File: src/rtl/pirs_map.svh
/*
  Offsets, field positions, reset values and timing counts for the
  phase interleave and ramp synchronisation block.
  Assumes inclusion by bare name; definitions only.
*/
`ifndef PIRS_MAP_SVH
`define PIRS_MAP_SVH

`define PIRS_CLK_HZ           20000000
`define PIRS_OFF_CTRL         32'h0000_0000
`define PIRS_OFF_GROUP        32'h0000_0004
`define PIRS_OFF_ACTIVE       32'h0000_0008
`define PIRS_OFF_DELAY_ON     32'h0000_000c
`define PIRS_OFF_DELAY_OFF    32'h0000_0010
`define PIRS_OFF_MINPW        32'h0000_0014
`define PIRS_OFF_STATUS       32'h0000_0018
`define PIRS_CTRL_ENABLE      0
`define PIRS_CTRL_SHARE       1
`define PIRS_CTRL_DUAL        2
`define PIRS_CTRL_MINPW_EN    3
`define PIRS_CTRL_SYNC_DRIVE  4
`define PIRS_CTRL_SYNC_OD     5
`define PIRS_GRP_COUNT_LSB    0
`define PIRS_GRP_POS_LSB      4
`define PIRS_GRP_ILV_LSB      8
`define PIRS_RST_CTRL         32'h0000_0000
`define PIRS_RST_GROUP        32'h0000_0000
`define PIRS_RST_ACTIVE       8'hff
`define PIRS_RST_DELAY        32'h0000_0000
`define PIRS_RST_MINPW        32'h0000_0000
`define PIRS_FW_CYCLE_NS      100000
`define PIRS_FW_CYCLES        (((`PIRS_FW_CYCLE_NS) * ((`PIRS_CLK_HZ) / 1000000) + 999) / 1000)
`define PIRS_MINPW_DIV_SHIFT  7
`define PIRS_STEPS            16
`define PIRS_MAX_PHASES       8

`endif

File: src/rtl/pirs_pkg.sv
/*
  Types for the phase interleave and ramp synchronisation block.
  Assumes nothing of its surroundings.
*/
package pirs_pkg;
  typedef enum logic [2:0] {
    PIRS_IDLE,
    PIRS_FROZEN,
    PIRS_RAMP_UP,
    PIRS_RUN,
    PIRS_OFF_WAIT,
    PIRS_RAMP_DOWN
  } pirs_state_t;
  typedef logic [3:0] pirs_code_t;
endpackage

File: src/rtl/pirs_offset_calc.sv
/*
  Quantised phase offset from group size, active set, position and
  manual interleave. Purely combinational.
  Assumes stable configuration inputs.
*/
`timescale 1ns/1ps
`include "pirs_map.svh"

module pirs_offset_calc (
  input  wire logic [3:0]          count,
  input  wire logic [2:0]          position,
  input  wire logic [7:0]          active,
  input  wire logic                share_en,
  input  wire pirs_pkg::pirs_code_t interleave,
  output pirs_pkg::pirs_code_t     offset,
  output logic [2:0]               ref_pos,
  output logic [3:0]               n_active,
  output logic                     is_ref
);

  function automatic logic [3:0] pirs_popcnt(input logic [7:0] v);
    logic [3:0] c;
    c = 4'h0;
    for (int i = 0; i < 8; i++) begin
      c = c + {3'h0, v[i]};
    end
    return c;
  endfunction

  logic [7:0] in_group;
  logic [3:0] rank;
  logic [7:0] num;
  logic [7:0] quo;
  logic [3:0] base;

  always_comb begin
    in_group = 8'h00;
    for (int i = 0; i < 8; i++) begin
      in_group[i] = active[i] && (4'(i) < count);
    end
  end

  // Reference is the lowest active position
  always_comb begin
    ref_pos = 3'h0;
    for (int i = 7; i >= 0; i--) begin
      if (in_group[i]) begin
        ref_pos = 3'(i);
      end
    end
  end

  always_comb begin
    n_active = pirs_popcnt(in_group);
    rank = pirs_popcnt(in_group & ((8'h01 << position) - 8'h01));
    is_ref = share_en && in_group[position] && (ref_pos == position);
  end

  // round(rank*16/n), halves round up
  always_comb begin
    num  = 8'({rank, 5'h00}) + 8'(n_active);
    quo  = (n_active == 4'h0) ? 8'h00 : num / {4'h0, n_active} / 8'h02;
    base = (share_en && n_active >= 4'h2) ? quo[3:0] : 4'h0;
    offset = base + interleave;
  end

endmodule

File: src/rtl/pirs_sync_gen.sv
/*
  Phase-shifted switching start derived from the shared sync clock.
  Measures the sync period, places the start pulse at offset/16 of it,
  optionally drives the sync pin from an internal divider.
  Assumes sync input synchronous to hclk.
*/
`timescale 1ns/1ps
`include "pirs_map.svh"

module pirs_sync_gen (
  input  wire logic                 hclk,
  input  wire logic                 hresetn,
  input  wire logic                 sync_in,
  input  wire logic                 drive_en,
  input  wire logic                 open_drain,
  input  wire logic [15:0]          half_period,
  input  wire pirs_pkg::pirs_code_t offset,
  output logic                      sync_out,
  output logic                      sync_oe,
  output logic                      pwm_start,
  output logic [15:0]               period
);

  logic [15:0] div_reg;
  logic        clk_reg;
  logic        prev_reg;
  logic [15:0] cnt_reg;
  logic [15:0] period_reg;
  logic [19:0] target;
  logic        pin_level;
  logic        rise;

  always_ff @(posedge hclk or negedge hresetn) begin
    if (!hresetn) begin
      div_reg <= 16'h0000;
      clk_reg <= 1'b0;
    end else if (div_reg >= half_period) begin
      div_reg <= 16'h0000;
      clk_reg <= ~clk_reg;
    end else begin
      div_reg <= div_reg + 16'h0001;
    end
  end

  // Push-pull drives both levels, open-drain only pulls low
  always_comb begin
    sync_out = open_drain ? 1'b0 : clk_reg;
    sync_oe  = drive_en && (open_drain ? !clk_reg : 1'b1);
    pin_level = drive_en ? clk_reg : sync_in;
    rise = pin_level && !prev_reg;
    target = ({4'h0, period_reg} * {16'h0000, offset}) >> 4;
  end

  always_ff @(posedge hclk or negedge hresetn) begin
    if (!hresetn) begin
      // Sync line idles high; no false edge after reset
      prev_reg   <= 1'b1;
      cnt_reg    <= 16'h0000;
      period_reg <= 16'h0000;
      pwm_start  <= 1'b0;
    end else begin
      prev_reg  <= pin_level;
      pwm_start <= (cnt_reg == target[15:0]) && (period_reg != 16'h0000);
      if (rise) begin
        cnt_reg    <= 16'h0000;
        period_reg <= cnt_reg + 16'h0001;
      end else begin
        cnt_reg <= cnt_reg + 16'h0001;
      end
    end
  end

  assign period = period_reg;

endmodule

File: src/rtl/pirs_core.sv
/*
  Per-phase interleave and ramp synchronisation controller with an
  AHB-Lite register slave.
  Assumes one clock, a single AHB-Lite master, peers on a wired ramp
  flag line of the event bus.
*/
`timescale 1ns/1ps
`include "pirs_map.svh"

module pirs_core (
  input  wire logic        hclk,
  input  wire logic        hresetn,
  input  wire logic        hsel,
  input  wire logic [31:0] haddr,
  input  wire logic [1:0]  htrans,
  input  wire logic        hwrite,
  input  wire logic [2:0]  hsize,
  input  wire logic [31:0] hwdata,
  input  wire logic        hready,
  output logic [31:0]      hrdata,
  output logic             hreadyout,
  output logic             hresp,
  input  wire logic        sync_in,
  output logic             sync_out,
  output logic             sync_oe,
  input  wire logic        ramp_flag_in,
  output logic             ramp_flag_out,
  output logic             ramp_flag_oe,
  output logic             pwm_start,
  output logic             pwm_enable,
  output logic             regulate,
  output logic             ramp_up,
  output logic             ramp_down,
  output logic             ramp_dual,
  output logic             state_frozen,
  output logic [15:0]      min_pulse
);

  pirs_pkg::pirs_state_t state_reg;
  logic [31:0] ctrl_reg;
  logic [31:0] group_reg;
  logic [7:0]  active_reg;
  logic [31:0] don_reg;
  logic [31:0] doff_reg;
  logic [31:0] minpw_reg;
  logic [31:0] dly_reg;
  logic        wr_pend_reg;
  logic [31:0] wr_addr_reg;
  logic        enable_prev_reg;

  pirs_pkg::pirs_code_t offset;
  logic [2:0]  ref_pos;
  logic [3:0]  n_active;
  logic        is_ref;
  logic [15:0] period;
  logic        enable;
  logic        share_en;
  logic        dual;
  logic        addr_phase;
  logic [31:0] status;

  function automatic logic [31:0] pirs_decode_read(input logic [31:0] a, input logic [31:0] st,
                                                   input logic [31:0] c, input logic [31:0] g,
                                                   input logic [7:0] act, input logic [31:0] on,
                                                   input logic [31:0] off, input logic [31:0] mp);
    logic [31:0] r;
    r = 32'h0000_0000;
    unique case (a[7:0])
      8'(`PIRS_OFF_CTRL):      r = c;
      8'(`PIRS_OFF_GROUP):     r = g;
      8'(`PIRS_OFF_ACTIVE):    r = {24'h00_0000, act};
      8'(`PIRS_OFF_DELAY_ON):  r = on;
      8'(`PIRS_OFF_DELAY_OFF): r = off;
      8'(`PIRS_OFF_MINPW):     r = mp;
      8'(`PIRS_OFF_STATUS):    r = st;
      default:                 r = 32'h0000_0000;
    endcase
    return r;
  endfunction

  assign enable   = ctrl_reg[`PIRS_CTRL_ENABLE];
  assign share_en = ctrl_reg[`PIRS_CTRL_SHARE];
  assign dual     = ctrl_reg[`PIRS_CTRL_DUAL];

  pirs_offset_calc u_offset (
    .count      (group_reg[`PIRS_GRP_COUNT_LSB +: 4]),
    .position   (group_reg[`PIRS_GRP_POS_LSB +: 3]),
    .active     (active_reg),
    .share_en   (share_en),
    .interleave (group_reg[`PIRS_GRP_ILV_LSB +: 4]),
    .offset     (offset),
    .ref_pos    (ref_pos),
    .n_active   (n_active),
    .is_ref     (is_ref)
  );

  pirs_sync_gen u_sync (
    .hclk        (hclk),
    .hresetn     (hresetn),
    .sync_in     (sync_in),
    .drive_en    (ctrl_reg[`PIRS_CTRL_SYNC_DRIVE]),
    .open_drain  (ctrl_reg[`PIRS_CTRL_SYNC_OD]),
    .half_period (group_reg[31:16]),
    .offset      (offset),
    .sync_out    (sync_out),
    .sync_oe     (sync_oe),
    .pwm_start   (pwm_start),
    .period      (period)
  );

  // Bus slave: zero wait states, write data stored in the data phase
  assign addr_phase = hsel && hready && htrans[1];
  assign hreadyout  = 1'b1;
  assign hresp      = 1'b0;

  always_ff @(posedge hclk or negedge hresetn) begin
    if (!hresetn) begin
      wr_pend_reg <= 1'b0;
      wr_addr_reg <= 32'h0000_0000;
    end else begin
      wr_pend_reg <= addr_phase && hwrite;
      if (addr_phase) begin
        wr_addr_reg <= haddr;
      end
    end
  end

  always_ff @(posedge hclk or negedge hresetn) begin
    if (!hresetn) begin
      hrdata <= 32'h0000_0000;
    end else if (addr_phase && !hwrite) begin
      hrdata <= pirs_decode_read(haddr, status, ctrl_reg, group_reg, active_reg,
                                 don_reg, doff_reg, minpw_reg);
    end
  end

  always_ff @(posedge hclk or negedge hresetn) begin
    if (!hresetn) begin
      ctrl_reg   <= `PIRS_RST_CTRL;
      group_reg  <= `PIRS_RST_GROUP;
      active_reg <= `PIRS_RST_ACTIVE;
      don_reg    <= `PIRS_RST_DELAY;
      doff_reg   <= `PIRS_RST_DELAY;
      minpw_reg  <= `PIRS_RST_MINPW;
    end else if (wr_pend_reg) begin
      unique case (wr_addr_reg[7:0])
        8'(`PIRS_OFF_CTRL):      ctrl_reg <= hwdata;
        8'(`PIRS_OFF_GROUP):     group_reg <= hwdata;
        8'(`PIRS_OFF_ACTIVE):    active_reg <= hwdata[7:0];
        8'(`PIRS_OFF_DELAY_ON):  don_reg <= hwdata;
        8'(`PIRS_OFF_DELAY_OFF): doff_reg <= hwdata;
        8'(`PIRS_OFF_MINPW):     minpw_reg <= hwdata;
        default: ;
      endcase
    end
  end

  assign status = {8'h00, 4'h0, offset, 1'b0, ref_pos, n_active,
                   1'b0, is_ref, ramp_flag_in, 2'b00, 3'(state_reg)};

  // Sequencer: enable freezes, reference broadcasts, members ramp on the flag; unshared phases ramp after their own delay
  always_ff @(posedge hclk or negedge hresetn) begin
    if (!hresetn) begin
      state_reg       <= pirs_pkg::PIRS_IDLE;
      dly_reg         <= 32'h0000_0000;
      enable_prev_reg <= 1'b0;
      ramp_flag_out   <= 1'b0;
    end else begin
      enable_prev_reg <= enable;
      ramp_flag_out   <= 1'b0;
      unique case (state_reg)
        pirs_pkg::PIRS_IDLE: begin
          if (enable && !enable_prev_reg) begin
            state_reg <= pirs_pkg::PIRS_FROZEN;
            dly_reg   <= don_reg + (is_ref ? 32'(`PIRS_FW_CYCLES) : 32'h0000_0000);
          end
        end
        pirs_pkg::PIRS_FROZEN: begin
          if (!enable) begin
            state_reg <= pirs_pkg::PIRS_IDLE;
          end else if (!share_en || is_ref) begin
            if (dly_reg == 32'h0000_0000) begin
              state_reg     <= pirs_pkg::PIRS_RAMP_UP;
              ramp_flag_out <= share_en;
            end else begin
              dly_reg <= dly_reg - 32'h0000_0001;
            end
          end else if (ramp_flag_in) begin
            state_reg <= pirs_pkg::PIRS_RAMP_UP;
          end
        end
        pirs_pkg::PIRS_RAMP_UP: begin
          state_reg <= enable ? pirs_pkg::PIRS_RUN : pirs_pkg::PIRS_IDLE;
        end
        pirs_pkg::PIRS_RUN: begin
          if (!enable) begin
            state_reg <= pirs_pkg::PIRS_OFF_WAIT;
            dly_reg   <= doff_reg + (is_ref ? 32'(`PIRS_FW_CYCLES) : 32'h0000_0000);
          end
        end
        pirs_pkg::PIRS_OFF_WAIT: begin
          if (!share_en || is_ref) begin
            if (dly_reg == 32'h0000_0000) begin
              state_reg     <= pirs_pkg::PIRS_RAMP_DOWN;
              ramp_flag_out <= share_en;
            end else begin
              dly_reg <= dly_reg - 32'h0000_0001;
            end
          end else if (ramp_flag_in) begin
            state_reg <= pirs_pkg::PIRS_RAMP_DOWN;
          end
        end
        pirs_pkg::PIRS_RAMP_DOWN: begin
          state_reg <= pirs_pkg::PIRS_IDLE;
        end
      endcase
    end
  end

  // Flag line is open-drain style: driven only while asserted
  assign ramp_flag_oe = ramp_flag_out;

  always_comb begin
    state_frozen = (state_reg == pirs_pkg::PIRS_FROZEN);
    ramp_up      = (state_reg == pirs_pkg::PIRS_RAMP_UP);
    ramp_down    = (state_reg == pirs_pkg::PIRS_RAMP_DOWN);
    pwm_enable   = (state_reg == pirs_pkg::PIRS_RAMP_UP) || (state_reg == pirs_pkg::PIRS_RUN) ||
                   (state_reg == pirs_pkg::PIRS_OFF_WAIT);
    regulate     = pwm_enable || (state_frozen && !dual);
    ramp_dual    = dual && ramp_up;
  end

  // Minimum pulse is the sync period scaled by 1/128 unless overridden
  always_ff @(posedge hclk or negedge hresetn) begin
    if (!hresetn) begin
      min_pulse <= 16'h0000;
    end else if (!ctrl_reg[`PIRS_CTRL_MINPW_EN]) begin
      min_pulse <= 16'h0000;
    end else if (minpw_reg[15:0] != 16'h0000) begin
      min_pulse <= minpw_reg[15:0];
    end else begin
      min_pulse <= period >> `PIRS_MINPW_DIV_SHIFT;
    end
  end

endmodule

File: config.mk
export PLATFORM = sky130hd
export DESIGN_NAME = pirs_core
export DESIGN_NICKNAME = d
export VERILOG_FILES = /design/src/rtl/pirs_pkg.sv /design/src/rtl/pirs_offset_calc.sv /design/src/rtl/pirs_sync_gen.sv /design/src/rtl/pirs_core.sv
export VERILOG_INCLUDE_DIRS = /design/src /design/src/rtl
export SDC_FILE = /design/constraint.sdc
export NUM_CORES = 1
export LEC_CHECK = 0
export ABC_AREA = 1
export BUFFER_PORTS_ARGS = -buffer_cell sky130_fd_sc_hd__buf_4
export CAP_MARGIN = 20
export CORE_AREA = 2 2 180 182
export CTS_BUF_LIST = sky130_fd_sc_hd__clkbuf_4 sky130_fd_sc_hd__clkbuf_8 sky130_fd_sc_hd__clkbuf_16
export CTS_CLUSTER_DIAMETER = 60
export CTS_CLUSTER_SIZE = 40
export DETAILED_ROUTE_END_ITERATION = 10
export DIE_AREA = 0 0 182 184
export PLACE_DENSITY = 0.84
export SLEW_MARGIN = 20
export SYNTH_ARGS = -nofsm -noshare
export SYNTH_HDL_FRONTEND = slang
export SYNTH_SLANG_ARGS = --single-unit
File: constraint.sdc
create_clock -name hclk -period 34.4 [get_ports hclk]
set_clock_uncertainty 0.05 [all_clocks]
set_input_delay 3.44 -clock hclk [delete_from_list [all_inputs] [get_ports hclk]]
set_output_delay 3.44 -clock hclk [all_outputs]
set_load 0.02 [all_outputs]
==> flow_summary.yaml, run 1 <==
outcome:
  status: "finished clean"
placed_design:
  gp_congestion: 0.951
  hpwl_um: 44600
  io_buffers: 106
global_route:
  grt_antenna_before_repair: 0
  grt_pass1_vias: 18800
  grt_pass1_wl_um: 97900
  grt.total_usage: 0.369
  overflow: 0
  grt_max_degree: 176
cts:
  cts_sinks: 313
  cts_root_buffer: "clkbuf_16"
  cts_tree: "built"
  numCtsBuffers: 27
  insertion_delay_ns: 0.59
  cts_setup_buffers: 0
  cts_resized: 0
  clock_path_buffers: 3
  ctsHoldBuffers: 0
  clkTransAtPathRegs_ns: 0.10
  cts-htree-levels: 1
hold_path:
  hp-class: "register to register"
final_layout:
  multiInputGateArea_um2: 10700
  fillers: 2474
  layout-drive-gt1-share: 0.0912
  synthToLayoutAreaGrowth_pct: 10.4
  antenna_cells: 0
  fin_nets: 2975
  seq_area_um2: 7840
critical_path:
  cp_data_arrival_time_ns: 16.66
  cpMostUsedCell: "nand2_1"
  critPathRequiredTime_ns: 34.83
  rrSetupSlack_ns: 18.18
  worst-setup-path-type: "register to register"
  start_kind: "register"
  path_max_fanout: 13
  critPathCaptureType: "register"
  cpPeakStageDelay_ns: 0.55
  slowest_stage: "fa_1"
timing:
  drv_slew: 0
  hold_viol: 0
  finalCritPeriodShare: 0.472
  hold_ws_ns: 0.409
  rsz0062_at_grt: "no"
  fin_crit_ns: 16.22
  fmax_mhz: 61.6
  fin_tns_setup_ns: 0
  setup_viol_count_final: 0
  worst_pin_slew_ns: 1.11
  relSlewSlack: 0.258
floorplan:
  row_count: 65
  chipWidth_um: 182
  io_pins: 137
  start_util: 0.648
  die_h_um: 184
  die_area_um2: 33500
  fp.coreArea_um2: 31400
synth:
  synth_commonest_cells: "nand2_1, inv_1, dfrtp_1, o21ai_0, nor2_1"
  synth-edff-count: 0
  synth.most_common_cell: "nand2_1"
  seq_area_frac_synth: 0.385
  synth_cell_types: 62
  syn_area_um2: 20400
  ys_warn_count: 0
  yosys.area.top_type: "dfrtp_1"
  synth.avg_cell_area_um2: 7.51
  synthCells: 2711
  yosysTopAreaCellShare: 0.374
  synthTopCellsByArea: "dfrtp_1, nand2_1, o21ai_0, inv_1, ha_1"
  async_flop_share: 1.00
  synth_ff_type: "dfrtp_1"
  ys_ff_latch: 313
routing:
  num_vias: 19300
  via_per_inst: 6.03
  firstDrtPassIters: 6
  wl_um: 61000
  drcViolationCount: 0
  drtAntennaViolNets: 0
  drt_iter0_drc: 2065
  wl_per_cell_um: 19.1
job:
  maxCapViolations: 0
-- final timing paths --
check / start / to / cells past startpoint
setup reg to reg: group_reg[6] / u_sync.pwm_start / 99
hold reg to reg: ctrl_reg[0] / enable_prev_reg / 0
setup / recovery: group_reg[6] / u_sync.pwm_start / 99
max in group asynchronous: hresetn / u_sync.period[14] / 3
min in group asynchronous: hresetn / u_sync.div_reg[5] / 1
hold / removal: ctrl_reg[0] / enable_prev_reg / 0
-- final cells by class --
class / count / share of cell area
inverter: 389 / 0.0650
tap: 402 / 0.0224
sequential: 313 / 0.349
multi-input combinational: 1929 / 0.477
clock buffer: 27 / 0.0301
clock inverter: 23 / 0.0159
timing repair buffer: 114 / 0.0408
-- cells by family after synthesis --
kind of cell,count (synthesis),synth area share
XOR/XNOR,61,0.0269
AO/OA/AOI/OAI,555,0.158
AND/OR/NAND/NOR,1179,0.246
flip-flops,313,0.385
multiplexers,5,0.00277
adder cells (fa/ha/maj),125,0.0901
buffers and inverters,471,0.0901
other,2,0.000369
-- per-stage QoR --
| stage | cells | setup slack (ns) | utilization | cell area, µm² |
|---|---|---|---|---|
| finish | 3197 | 18.18 | 0.716 | 22500 |
| global route | 3197 | 16.77 | 0.716 | 22500 |
| CTS | 3195 | 18.37 | 0.713 | 22400 |
| detailed placement | 3145 | 18.47 | 0.680 | 21400 |
| global placement | 3145 | 19.09 | 0.680 | 21400 |
| floorplan | 2713 | 20.56 | - | 20400 |
-- cell usage in the layout (no fill, tap or decap), types with 10 or more instances in the layout --
cell type  Yosys  layout
ha_1          89      89
o221ai_1      10      10
o22ai_1       17      17
nor2_1       191     191
or2_2         18      18
buf_4          3     110
nor3b_1       11      11
fa_1          36      36
nand4_1       38      38
inv_1        379     378
nor4_1        20      20
a21oi_1      107     107
nand2_1      705     701
o21ai_2       31      31
a221oi_1      23      23
nor3_1        61      61
o21ai_0      290     290
o21ai_1       11      11
clkbuf_16      0      27
nand3_1      102     102
dfrtp_1      304     304
xnor2_1       22      22
xor2_1        38      38
-- worst max-delay path: cells and delay by family, from the launching register on --
kind / cells / cell delay (ns)
AO/OA/AOI/OAI: 18 / 2.72
buffers and inverters: 20 / 2.07
XOR/XNOR: 2 / 0.32
flip-flops: 1 / 0.45
adder cells (fa/ha/maj): 16 / 5.50
AND/OR/NAND/NOR: 43 / 4.97
-- per-layer routing --
metal,vias up,global-route usage,wire (µm)
met5,-,0,0
met4,0,0.182,3540
met3,212,0.0549,4860
met2,961,0.620,28500
met1,9136,0.471,24100
li1,8976,-,-
Power of run 1 is left out: the tool's default activity adds up to more than one toggle a clock period on the data nets, which glitch-free logic cannot reach.
==> run 2, diff against run 1 <==
- ABC_AREA: 1 -> 0
- CORE_AREA: 2 2 180 182 -> 2 2 182 184
- DIE_AREA: 0 0 182 184 -> 0 0 184 186
- PLACE_DENSITY: 0.84 -> 0.81
- clock period: 34.4 -> 16.6 ns (I/O delays scaled with it)
==> run 2 against run 1 <==
Effect of this change: critical path depth is 27 lower; non-clock buffer count is 35 higher; register-to-register slack worse by 17 ns; highest routed layer unchanged; synthesized area is 2.8% lower; global-route usage is 3.8 points lower; fmax is 2.5% higher.
==> flow_summary.yaml, run 2 <==
critical_path:
  cpMostUsedCell: "ha_1"
  worst-setup-path-type: "register to register"
  critPathCaptureType: "register"
  crit_family: "adder cells"
  cpPeakStageDelay_ns: 0.55
  crit_buf_inv: 8
  slowest_stage: "fa_1"
  cp_data_arrival_time_ns: 16.26
  path_max_fanout: 15
  start_kind: "register"
  critPathRequiredTime_ns: 17.03
routing:
  drt_iter0_drc: 2099
  firstDrtPassIters: 8
  drtAntennaViolNets: 0
  via_per_inst: 6.66
  num_vias: 16700
  wl_um: 56300
  drcViolationCount: 0
  wl_per_cell_um: 22.4
floorplan:
  io_pins: 137
  die_area_um2: 34200
  start_util: 0.614
  row_count: 66
  chipWidth_um: 184
  fp.coreArea_um2: 32200
  die_h_um: 186
final_layout:
  final_common_cell: "dfrtp_1"
  fin_nets: 2282
  layout-drive-gt1-share: 0.207
  final_cell_mix: "dfrtp_1, mux2_2, buf_4"
  fillers: 2374
  synthToLayoutAreaGrowth_pct: 12.6
power_and_ir_drop:
  vdd_ir_drop_max_uv: 194
  p_leak_uw: 0.00998
  power_density_nw_per_um2: 162
timing:
  fmax_mhz: 63.2
  fin_crit_ns: 15.82
  fin_tns_setup_ns: 0
  setup_slack_ns: 0.777
  setup_viol_count_final: 0
  relSlewSlack: 0.293
  hold_viol: 0
  worst_pin_slew_ns: 1.06
  drv_slew: 0
  finalCritPeriodShare: 0.953
synth:
  syn_area_um2: 19800
  async_flop_share: 1.00
  synth_top_family_by_area: "compound AO/OA/AOI/OAI gates"
  yosys.area_share.xor_xnor: 0.0505
  ys_warn_count: 0
  synth-simple-area-share: 0.144
  synth_ff_type: "dfrtp_1"
  synthMuxAreaShare: 0.116
  synthAdderAreaFrac: 0.0927
  yosys.area.top_type: "dfrtp_1"
  synth_cell_types: 73
  synth_commonest_cells: "dfrtp_1, mux2_2, nor2_1, nand2_1"
  ys_ff_latch: 313
  synth-edff-count: 0
  synthCells: 1997
  synth_compound_area_frac: 0.164
  yosysTopAreaCellShare: 0.385
  synthTopCellsByArea: "dfrtp_1, mux2_2, ha_1, fa_1, xnor2_1"
  synth.avg_cell_area_um2: 9.90
  seq_area_frac_synth: 0.397
  synth.most_common_cell: "dfrtp_1"
placed_design:
  place_ws_ns: 0.134
  gp_congestion: 0.945
  io_buffers: 106
  hpwl_um: 39800
hold_path:
  hp-class: "register to register"
cts:
  ctsHoldBuffers: 0
  clkTransAtPathRegs_ns: 0.08
  cts_root_buffer: "clkbuf_16"
  cts_tree: "built"
  insertion_delay_ns: 0.59
  cts-htree-levels: 1
  cts_sinks: 313
  clock_path_buffers: 3
  numCtsBuffers: 26
global_route:
  grt_antenna_before_repair: 1
  grt_max_degree: 125
  grt_pass1_wl_um: 88500
  overflow: 0
  grt_pass1_vias: 16200
  grt.total_usage: 0.331
job:
  maxCapViolations: 0
outcome:
  status: "finished clean"
-- run 2: worst register-to-register path: cells and delay by family (launching register included) --
kind | cells | cell delay [ns]
adders and majority gates | 17 | 5.58
AOI/OAI and AO/OA | 24 | 4.20
and+or+nand+nor | 17 | 3.37
buffers and inverters | 8 | 0.82
xor gates and xnor gates | 4 | 0.77
muxes | 2 | 0.47
DFF | 1 | 0.45
-- run 2: worst paths after layout --
kind                            cells after the start                to  slack [ns]          from
worst min-delay path                                2        hrdata[12]        0.44    hrdata[12]
worst max-delay path                               72  u_sync.pwm_start        0.78  group_reg[5]
min in group asynchronous                           1       dly_reg[29]        1.13       hresetn
worst max register to register                     72  u_sync.pwm_start        0.78  group_reg[5]
worst min register to register                      2        hrdata[12]        0.44    hrdata[12]
max in group asynchronous                           3      doff_reg[29]       13.17       hresetn
-- run 2: logic make-up (layout without fill, tap and decap cells) --
kind of cell / count (synthesis) / after routing
mux: 206 / 206
other cells: 2 / 5
xor+xnor: 114 / 114
compound gates: 490 / 490
simple gates: 566 / 566
flops: 313 / 313
buf+inv: 181 / 283
fa+ha+maj: 125 / 125
-- run 2: through the flow --
stage,hold slack [ns],utilization,total power (µW),instance area (µm²),std cells
CTS,0.444,0.684,3460,22000,2500
floorplan,0.302,-,2320,19800,1999
finish,0.444,0.691,3600,22300,2510
global route,0.461,0.691,3850,22300,2510
detailed placement,0.419,0.653,2750,21000,2452
global placement,0.416,0.653,2680,21000,2451
-- run 2: routing by layer --
metal | vias up | part of all wire | track usage
met5 | - | 0 | 0
met4 | 0 | 0.040 | 0.127
met3 | 138 | 0.092 | 0.0475
met2 | 924 | 0.45 | 0.521
met1 | 8240 | 0.41 | 0.466
li1 | 7422 | - | -
-- run 2: repair_timing --
item	in CTS	in global routing
gates resized for setup	0	29
setup endpoints to repair	0	1
buffers inserted	0	8
-- run 2: layout make-up --
cell class              count  area, µm²  area share
multi-input cells        1505      11400       0.512
flip-flops and latches    313       7850       0.352
repair buffers            149       1180      0.0532
clock buffers              27        658      0.0296
well taps                 408        510      0.0229
clock inverters            21        348      0.0156
inverters                  86        323      0.0145
diodes                      1       2.50    0.000112
-- run 2: power by group --
| group | total [µW] | leakage (µW) | internal [µW] | switching (µW) |
|---|---|---|---|---|
| registers | 989 | 0.00394 | 861 | 128 |
| logic | 1920 | 0.00555 | 875 | 1040 |
| clock network | 700 | 0.000481 | 341 | 359 |
| total | 3600 | 0.00998 | 2080 | 1530 |
No activity file was read; power rests on OpenSTA's default activity.
